[config.mk]
export PLATFORM = sky130hd
export DESIGN_NAME = adc_clock_frame_sidetone_ctrl
export DESIGN_NICKNAME = d
export VERILOG_FILES = /design/src/adc_clk_pkg.sv /design/src/adc_rate_divider.sv /design/src/adc_frame_clock_gen.sv /design/src/adc_clock_frame_sidetone_ctrl.sv
export SDC_FILE = /design/constraint.sdc
export NUM_CORES = 1
export LEC_CHECK = 0
export BUFFER_PORTS_ARGS = -buffer_cell sky130_fd_sc_hd__buf_2
export CORE_ASPECT_RATIO = 2
export CORE_MARGIN = 3
export CORE_UTILIZATION = 50
export DETAILED_ROUTE_END_ITERATION = 12
export PLACE_DENSITY = 0.75
export SYNTH_ARGS = -nofsm -noshare
export SYNTH_HDL_FRONTEND = slang
export SYNTH_SLANG_ARGS = --single-unit
[constraint.sdc]
create_clock -name clk_i -period 2.6 [get_ports clk_i]
set_input_delay 0.13 -clock clk_i [delete_from_list [all_inputs] [get_ports clk_i]]
set_output_delay 0.13 -clock clk_i [all_outputs]
set_load 0.005 [all_outputs]
[src/adc_clk_pkg.sv]
// ADC clocking block package: register map, field layout, reset values, codes.
// Assumes a 16-bit register port with byte offsets as printed.
package adc_clk_pkg;

  // ==========================================================================
  // Register offsets.
  localparam logic [7:0] ADDR_ADC_CLOCK_DIVIDER = 8'h44;   // Side-tone gains and rate divider.
  localparam logic [7:0] ADDR_ADC_FRAME_RATE    = 8'h46;   // Frame clock enable and phase length.
  localparam logic [7:0] ADDR_INPUT_PIN_CONNECT = 8'h48;   // Input pin connect bits.

  // ==========================================================================
  // Field positions.
  localparam int LEFT_GAIN_LSB   = 8;    // Left side-tone gain, bits 11:8.
  localparam int RIGHT_GAIN_LSB  = 4;    // Right side-tone gain, bits 7:4.
  localparam int CLK_POL_BIT     = 3;    // Stored polarity bit.
  localparam int RATE_DIV_LSB    = 0;    // Rate divider code, bits 2:0.
  localparam int FRAME_EN_BIT    = 11;   // Frame clock enable.
  localparam int PHASE_LEN_LSB   = 0;    // Phase length, bits 10:0.
  localparam int RIGHT_AUX_BIT   = 10;
  localparam int RIGHT_NEG_BIT   = 9;
  localparam int RIGHT_POS_BIT   = 8;
  localparam int LEFT_AUX_BIT    = 2;
  localparam int LEFT_NEG_BIT    = 1;
  localparam int LEFT_POS_BIT    = 0;

  // ==========================================================================
  // Reset values and writable masks.
  localparam logic [15:0] RST_ADC_CLOCK_DIVIDER = 16'h0000;
  localparam logic [15:0] RST_ADC_FRAME_RATE    = 16'h0040;
  localparam logic [15:0] RST_INPUT_PIN_CONNECT = 16'h0303;
  localparam logic [15:0] MASK_ADC_CLOCK_DIVIDER = 16'h0fff;
  localparam logic [15:0] MASK_ADC_FRAME_RATE    = 16'h0fff;
  localparam logic [15:0] MASK_INPUT_PIN_CONNECT = 16'h0707;

  // ==========================================================================
  // Limits.
  localparam logic [10:0] MIN_PHASE_LEN  = 11'h008;  // Shortest valid phase, in bit clocks.
  localparam logic [2:0]  DIV_RESERVED   = 3'h7;     // Reserved divider code.
  localparam logic [3:0]  GAIN_MAX_CODE  = 4'hc;     // 0 dB; -36 dB at code 0, 3 dB per step.

  // Divider codes: period in half-cycles of the core audio clock.
  function automatic logic [3:0] half_period(input logic [2:0] code);
    unique case (code)
      3'h0:    half_period = 4'h2;   // Divide by 1.
      3'h1:    half_period = 4'h3;   // Divide by 1.5.
      3'h2:    half_period = 4'h4;   // Divide by 2.
      3'h3:    half_period = 4'h6;   // Divide by 3.
      3'h4:    half_period = 4'h8;   // Divide by 4.
      3'h5:    half_period = 4'hb;   // Divide by 5.5.
      3'h6:    half_period = 4'hc;   // Divide by 6.
      default: half_period = 4'h0;   // Reserved: no tick.
    endcase
  endfunction : half_period

endpackage : adc_clk_pkg

[src/adc_rate_divider.sv]
// Fractional rate divider: emits one-cycle tick pulses at clk / N, N in halves.
// Assumes a single clock; fractional ratios alternate floor/ceil periods.
`timescale 1ns/100ps
module adc_rate_divider (
  // Clock and reset.
  input  wire logic       clk_i,
  input  wire logic       rst_i,
  // Control.
  input  wire logic [2:0] code_i,
  // Output tick.
  output logic            tick_o
);

  // ==========================================================================
  // Accumulator in half-cycles; two half-cycles elapse per clock.
  logic [3:0] acc;          // Half-cycles accumulated so far.
  logic [3:0] period;       // Divider period in half-cycles.
  logic [4:0] sum;          // Accumulator after this clock.
  logic       hit;          // Period reached this clock.

  assign period = adc_clk_pkg::half_period(code_i);
  assign sum    = {1'b0, acc} + 5'h02;
  assign hit    = (period != 4'h0) && (sum >= {1'b0, period});

  // Accumulate; on a hit keep the remainder so 1.5 and 5.5 average out.
  always_ff @(posedge clk_i or posedge rst_i) begin
    if (rst_i) begin
      acc    <= 4'h0;
      tick_o <= 1'b0;
    end else if (period == 4'h0) begin
      acc    <= 4'h0;                                 // Reserved code: halt.
      tick_o <= 1'b0;
    end else begin
      acc    <= hit ? 4'(sum - {1'b0, period}) : sum[3:0];
      tick_o <= hit;
    end
  end

endmodule : adc_rate_divider

[src/adc_frame_clock_gen.sv]
// Frame clock generator: toggles the frame clock every phase_len bit ticks.
// Assumes bit_tick_i is a one-cycle enable from the rate divider.
`timescale 1ns/100ps
module adc_frame_clock_gen #(
  parameter int LEN_W = 11
) (
  // Clock and reset.
  input  wire logic             clk_i,
  input  wire logic             rst_i,
  // Control.
  input  wire logic             enable_i,
  input  wire logic [LEN_W-1:0] phase_len_i,
  input  wire logic             bit_tick_i,
  // Output.
  output logic                  frame_clock_o
);

  // ==========================================================================
  logic [LEN_W-1:0] cnt;     // Bit clocks spent in the current phase.
  logic             valid;   // Phase length is in the legal range.
  logic             last;    // Final bit clock of this phase.

  assign valid = phase_len_i >= adc_clk_pkg::MIN_PHASE_LEN;
  assign last  = (cnt == LEN_W'(phase_len_i - 1'b1));

  // Count bit ticks and flip the phase; idle low while disabled or invalid.
  always_ff @(posedge clk_i or posedge rst_i) begin
    if (rst_i) begin
      cnt           <= '0;
      frame_clock_o <= 1'b0;
    end else if (!enable_i || !valid) begin
      cnt           <= '0;
      frame_clock_o <= 1'b0;
    end else if (bit_tick_i) begin
      if (last) begin
        cnt           <= '0;
        frame_clock_o <= ~frame_clock_o;
      end else begin
        cnt <= cnt + 1'b1;
      end
    end
  end

endmodule : adc_frame_clock_gen

[src/adc_clock_frame_sidetone_ctrl.sv]
// Top of the ADC clocking block: registers, rate divider, frame clock,
// side-tone gains and input pin connect controls.
// Assumes a plain register port; read data appear the cycle after a read.
`timescale 1ns/100ps
module adc_clock_frame_sidetone_ctrl #(
  parameter int LEN_W = 11
) (
  // Clock and reset.
  input  wire logic        clk_i,
  input  wire logic        rst_i,
  // Register port.
  input  wire logic [7:0]  addr_i,
  input  wire logic [15:0] wdata_i,
  input  wire logic        wr_i,
  input  wire logic        rd_i,
  output logic [15:0]      rdata_o,
  // Clocking outputs.
  output logic             adc_rate_tick_o,
  output logic             frame_clock_o,
  output logic             adc_clock_invert_o,
  // Side-tone gain codes, and attenuation in dB below full scale, 3 dB steps.
  output logic [3:0]       left_sidetone_gain_o,
  output logic [3:0]       right_sidetone_gain_o,
  output logic [5:0]       left_sidetone_atten_db_o,
  output logic [5:0]       right_sidetone_atten_db_o,
  // Input amplifier pin switches.
  output logic             right_aux_connect_o,
  output logic             right_neg_connect_o,
  output logic             right_pos_connect_o,
  output logic             left_aux_connect_o,
  output logic             left_neg_connect_o,
  output logic             left_pos_connect_o
);

  // ==========================================================================
  // Registers.
  logic [15:0] adc_clock_divider;   // Gains, polarity, divider code.
  logic [15:0] adc_frame_rate;      // Frame enable and phase length.
  logic [15:0] input_pin_connect;   // Pin connect bits.

  // Address decode.
  wire sel_div   = (addr_i == adc_clk_pkg::ADDR_ADC_CLOCK_DIVIDER);
  wire sel_frame = (addr_i == adc_clk_pkg::ADDR_ADC_FRAME_RATE);
  wire sel_pins  = (addr_i == adc_clk_pkg::ADDR_INPUT_PIN_CONNECT);

  // Read multiplexer; unmapped addresses read zero.
  logic [15:0] next_rdata;
  assign next_rdata = sel_div   ? adc_clock_divider :
                      sel_frame ? adc_frame_rate :
                      sel_pins  ? input_pin_connect : 16'h0000;

  // Field extraction.
  wire [3:0]       left_gain  = adc_clock_divider[adc_clk_pkg::LEFT_GAIN_LSB +: 4];
  wire [3:0]       right_gain = adc_clock_divider[adc_clk_pkg::RIGHT_GAIN_LSB +: 4];
  wire [2:0]       div_code   = adc_clock_divider[adc_clk_pkg::RATE_DIV_LSB +: 3];
  wire             frame_en   = adc_frame_rate[adc_clk_pkg::FRAME_EN_BIT];
  wire [LEN_W-1:0] phase_len  = adc_frame_rate[adc_clk_pkg::PHASE_LEN_LSB +: LEN_W];

  // ==========================================================================
  // Gain code to attenuation: codes above 0 dB clamp to 0 dB.
  function automatic logic [5:0] atten_db(input logic [3:0] code);
    logic [3:0] c;
    c = (code > adc_clk_pkg::GAIN_MAX_CODE) ? adc_clk_pkg::GAIN_MAX_CODE : code;
    atten_db = 6'(({2'h0, adc_clk_pkg::GAIN_MAX_CODE} - {2'h0, c}) * 6'h03);
  endfunction : atten_db

  // ==========================================================================
  // Register writes; reserved bits are masked and read as zero.
  always_ff @(posedge clk_i or posedge rst_i) begin
    if (rst_i) begin
      adc_clock_divider <= adc_clk_pkg::RST_ADC_CLOCK_DIVIDER;
      adc_frame_rate    <= adc_clk_pkg::RST_ADC_FRAME_RATE;
      input_pin_connect <= adc_clk_pkg::RST_INPUT_PIN_CONNECT;
    end else if (wr_i) begin
      if (sel_div)   adc_clock_divider <= wdata_i & adc_clk_pkg::MASK_ADC_CLOCK_DIVIDER;
      if (sel_frame) adc_frame_rate    <= wdata_i & adc_clk_pkg::MASK_ADC_FRAME_RATE;
      if (sel_pins)  input_pin_connect <= wdata_i & adc_clk_pkg::MASK_INPUT_PIN_CONNECT;
    end
  end

  // Read data for exactly one cycle after the read strobe.
  always_ff @(posedge clk_i or posedge rst_i) begin
    if (rst_i) begin
      rdata_o <= 16'h0000;
    end else begin
      rdata_o <= rd_i ? next_rdata : 16'h0000;
    end
  end

  // ==========================================================================
  // Rate divider and frame clock.
  logic bit_tick;   // One-cycle enable at the divided rate.

  adc_rate_divider u_div (
    .clk_i  (clk_i),
    .rst_i  (rst_i),
    .code_i (div_code),
    .tick_o (bit_tick)
  );

  logic frame_clk;  // Frame clock from the generator.

  adc_frame_clock_gen #(.LEN_W(LEN_W)) u_frame (
    .clk_i         (clk_i),
    .rst_i         (rst_i),
    .enable_i      (frame_en),
    .phase_len_i   (phase_len),
    .bit_tick_i    (bit_tick),
    .frame_clock_o (frame_clk)
  );

  // ==========================================================================
  // Output flops.
  always_ff @(posedge clk_i or posedge rst_i) begin
    if (rst_i) begin
      adc_rate_tick_o           <= 1'b0;
      frame_clock_o             <= 1'b0;
      adc_clock_invert_o        <= 1'b0;
      left_sidetone_gain_o      <= 4'h0;
      right_sidetone_gain_o     <= 4'h0;
      left_sidetone_atten_db_o  <= 6'h24;
      right_sidetone_atten_db_o <= 6'h24;
      right_aux_connect_o       <= 1'b0;
      right_neg_connect_o       <= 1'b1;
      right_pos_connect_o       <= 1'b1;
      left_aux_connect_o        <= 1'b0;
      left_neg_connect_o        <= 1'b1;
      left_pos_connect_o        <= 1'b1;
    end else begin
      adc_rate_tick_o           <= bit_tick;
      frame_clock_o             <= frame_clk;
      adc_clock_invert_o        <= adc_clock_divider[adc_clk_pkg::CLK_POL_BIT];
      left_sidetone_gain_o      <= left_gain;
      right_sidetone_gain_o     <= right_gain;
      left_sidetone_atten_db_o  <= atten_db(left_gain);
      right_sidetone_atten_db_o <= atten_db(right_gain);
      right_aux_connect_o       <= input_pin_connect[adc_clk_pkg::RIGHT_AUX_BIT];
      right_neg_connect_o       <= input_pin_connect[adc_clk_pkg::RIGHT_NEG_BIT];
      right_pos_connect_o       <= input_pin_connect[adc_clk_pkg::RIGHT_POS_BIT];
      left_aux_connect_o        <= input_pin_connect[adc_clk_pkg::LEFT_AUX_BIT];
      left_neg_connect_o        <= input_pin_connect[adc_clk_pkg::LEFT_NEG_BIT];
      left_pos_connect_o        <= input_pin_connect[adc_clk_pkg::LEFT_POS_BIT];
    end
  end

endmodule : adc_clock_frame_sidetone_ctrl

==> qor.yml <==
cts:
  cts_htree_levels: 3
  clockBufferDepth: 2
  clk_pin_slew_ps: 60
  cts_root_buf: "clkbuf_16"
  cts.sinks: 88
  cts_tree: "done"
  cts_made_buffers: 9
  worstSkewPairLatency_ps: 340
sta:
  setup_violations: 0
  relSlewSlack_pct: 60.76
  timing.hold.ws_ps: 39.54
  finClkSkew_ps: 7.033
  hold_violations: 0
  slew_violations: 0
  tightest_slew_ps: 587.2
  layout_min_cycle_time_ps: 2480
  finalCritPeriodShare_pct: 95.38
  fmaxAchievable_mhz: 403.2
  worst_slack_ps: 120.1
  tns_ps: 0
floorplan:
  coreArea_um2: 8058
  rows: 46
  initial_core_util_pct: 52.30
  die_h_um: 135.8
  io-pin-count: 73
  die_area_um2: 9632
  dieWidth_um: 70.92
power_and_ir_drop:
  cellPowerDensity_nw_per_um2: 717.8
  power.leakage_nw: 2.450
  vdd_drop_max_mv: 0.6635
  p_total_w: 0.003555
synthesis:
  synth.yosys.seq_area_share_pct: 52.64
  async_flop_share_pct: 100.0
  synth_cells: 363
  yosysWarnings: 0
  ys.flop_type: "dfrtp_1"
  syn_avg_cell_area_um2: 11.61
  yosys_register_bits: 88
  syn_area_um2: 4214
  ys_types: 61
  synth_edf_count: 0
setup_path:
  crit_slowest_cell: "or4b_1"
  path_cells: "inv_1 -> ha_2 -> or4b_1 -> buf_4 -> a2111o_1 -> a22oi_1 -> and4_4 -> a21o_4 -> nor2_1"
  max_stage_delay_ps: 470
  end_kind: "flop"
  start_kind: "flop"
  worst-setup-path-type: "reg2reg"
  cp.arrival_ps: 2710
  path_max_fanout: 8
  required_ps: 2830
place:
  pre_cts_slack_ps: 149.0
  dp_hpwl_mm: 6.594
  gp_congestion: 0.9257
  io_buffers: 64
global_routing:
  grt_pass1_vias: 3054
  grt_max_degree: 89
  grt_pass1_wl_mm: 14.61
  grt.total_usage_pct: 19.60
  antenna_found_initial: 0
  overflow: 0
status:
  status: "complete, no violations"
finish:
  syn_to_final_growth_pct: 17.52
  final_layout_size_suffix_gt1_share_pct: 32.50
  fin_nets: 483
  num_antenna_cells: 0
  finish.utilization_pct: 61.46
detailed_routing:
  vias: 2977
  drt_pass1_iterations: 4
  wl_per_cell_um: 16.75
  antenna_left: 0
  drc: 0
  drt-initial-drc-count: 182
  drt-total-wl_mm: 8.980
  via_per_inst: 5.554
worst_hold_path:
  hold_path.class: "in2reg"
flow_run:
  max-cap-violations: 0
[cell usage after synthesis, types with 2 or more instances]
master / count / area share [%]
nor2_1: 28 / 2.5
nor2b_1: 18 / 2.7
a211oi_1: 2 / 0.36
ha_1: 17 / 5.0
nor3_1: 4 / 0.48
nand2_1: 22 / 2.0
nor3b_1: 3 / 0.53
nand4_1: 6 / 0.89
o21ai_0: 4 / 0.48
o31ai_1: 4 / 0.71
a21o_1: 2 / 0.36
or3_1: 2 / 0.30
buf_4: 4 / 0.71
a22o_1: 2 / 0.42
nand3_1: 4 / 0.48
xor2_1: 11 / 2.3
fa_1: 3 / 1.4
inv_1: 22 / 2.0
and3_1: 3 / 0.45
a21oi_1: 3 / 0.36
mux2_2: 30 / 8.0
mux2i_1: 2 / 0.48
nand2b_1: 3 / 0.45
dfstp_2: 13 / 8.1
xnor2_1: 16 / 3.3
dfrtp_1: 75 / 45
nand3b_1: 2 / 0.36
o21a_1: 2 / 0.36
a222oi_1: 6 / 1.4
clkbuf_1: 12 / 1.1
a22oi_1: 7 / 1.2
or4_1: 2 / 0.36
[per-layer routing]
metal / vias to the layer above / global-route usage, % / share of wire (%)
li1: 1410 / - / -
met1: 1472 / 18.99 / 34
met2: 73 / 37.90 / 58
met3: 22 / 4.145 / 4.2
met4: 0 / 9.414 / 3.4
met5: - / 0 / 0
[path summary, 6_finish.rpt]
kind                                       from                   end  slack (ps)  cells after the start
max in group asynchronous                 rst_i  input_pin_connect[1]        1800                      4
hold reg to reg            input_pin_connect[8]   right_pos_connect_o         370                      0
setup / recovery              adc_frame_rate[0]        u_frame.cnt[6]         120                      9
min in group asynchronous                 rst_i     adc_frame_rate[8]         440                      4
setup reg to reg              adc_frame_rate[0]        u_frame.cnt[6]         120                      9
hold / removal                       wdata_i[7]  adc_clock_divider[7]          40                      2
[cell usage in the layout, fill, tap and decap left out, types with 4 or more instances in the layout]
cell type  synthesis  routed
xnor2_1           16      16
a22oi_1            7       7
clkinv_2           0       4
nor3_1             4       4
buf_4              4      12
clkbuf_16          0       9
inv_1             22      21
a222oi_1           6       6
nand2_1           22      22
mux2_2            30      30
buf_2              1      64
ha_1              17      16
dfstp_2           13      13
xor2_1            11      11
nor2_1            28      28
nand3_1            4       4
conb_1             1       4
nor2b_1           18      18
o21ai_0            4       4
nand4_1            6       6
dfrtp_1           75      75
o31ai_1            4       4
[power breakdown]
group,internal [W],switching (W)
Clock,0.000643,0.000509
Combinational,0.000397,0.000408
Sequential,0.00151,0.0000913
[kinds of logic (layout without fill, tap and decap cells)]
group	Yosys count	after routing	share of synthesized area, %
other	1	4	0.08899
adder cells (fa/ha/maj)	20	20	6.473
AND/OR/NAND/NOR	104	104	12.92
XOR/XNOR	27	27	5.611
buffers and inverters	42	116	4.335
multiplexers	32	32	8.492
AO/OA/AOI/OAI	49	49	9.442
flip-flops	88	88	52.64
[through the flow]
stage               instances  cell area [um2]
floorplan                 366             4229
global placement          519             4679
detailed placement        519             4679
CTS                       536             4949
global route              536             4952
finish                    536             4952
[state kept, by name (all words and copies together), names as in the netlist]
name,cells
u_frame.frame_clock_o,1
adc_clock_divider,12
right_pos_connect_o,1
adc_clock_invert_o,1
rdata_o,12
u_div.acc,4
left_sidetone_atten_db_o,6
u_frame.cnt,11
right_sidetone_gain_o,4
input_pin_connect,6
left_sidetone_gain_o,4
left_neg_connect_o,1
adc_frame_rate,12
left_aux_connect_o,1
adc_rate_tick_o,1
u_div.tick_o,1
left_pos_connect_o,1
right_aux_connect_o,1
frame_clock_o,1
right_sidetone_atten_db_o,6
right_neg_connect_o,1
[repair_timing]
item / 4_1_cts / 5_1_grt
setup endpoints to repair: 0 / 3
resized for setup: 0 / 1
endpoints found under the hold margin: 75 / 0
setup buffers: 0 / 0
hold buffers: 1 / 0
[layout make-up]
cell class | count | area (um2)
Clock inverter | 4 | 22.52
Fill cell | 657 | 3105
Clock buffer | 12 | 236.5
Sequential cell | 88 | 2218
Tap cell | 96 | 120.1
Timing Repair Buffer | 78 | 440.4
Inverter | 22 | 83.83
Multi-Input combinational cell | 236 | 1831
[worst max-delay path, delay by kind of cell, from the launching register on]
kind / cells / cell delay, ps
buffers and inverters: 2 / 240
adders and majority gates: 1 / 160
AOI/OAI and AO/OA: 3 / 760
DFF: 1 / 370
and+or+nand+nor: 3 / 820
No activity file was read; power rests on OpenSTA's default activity.
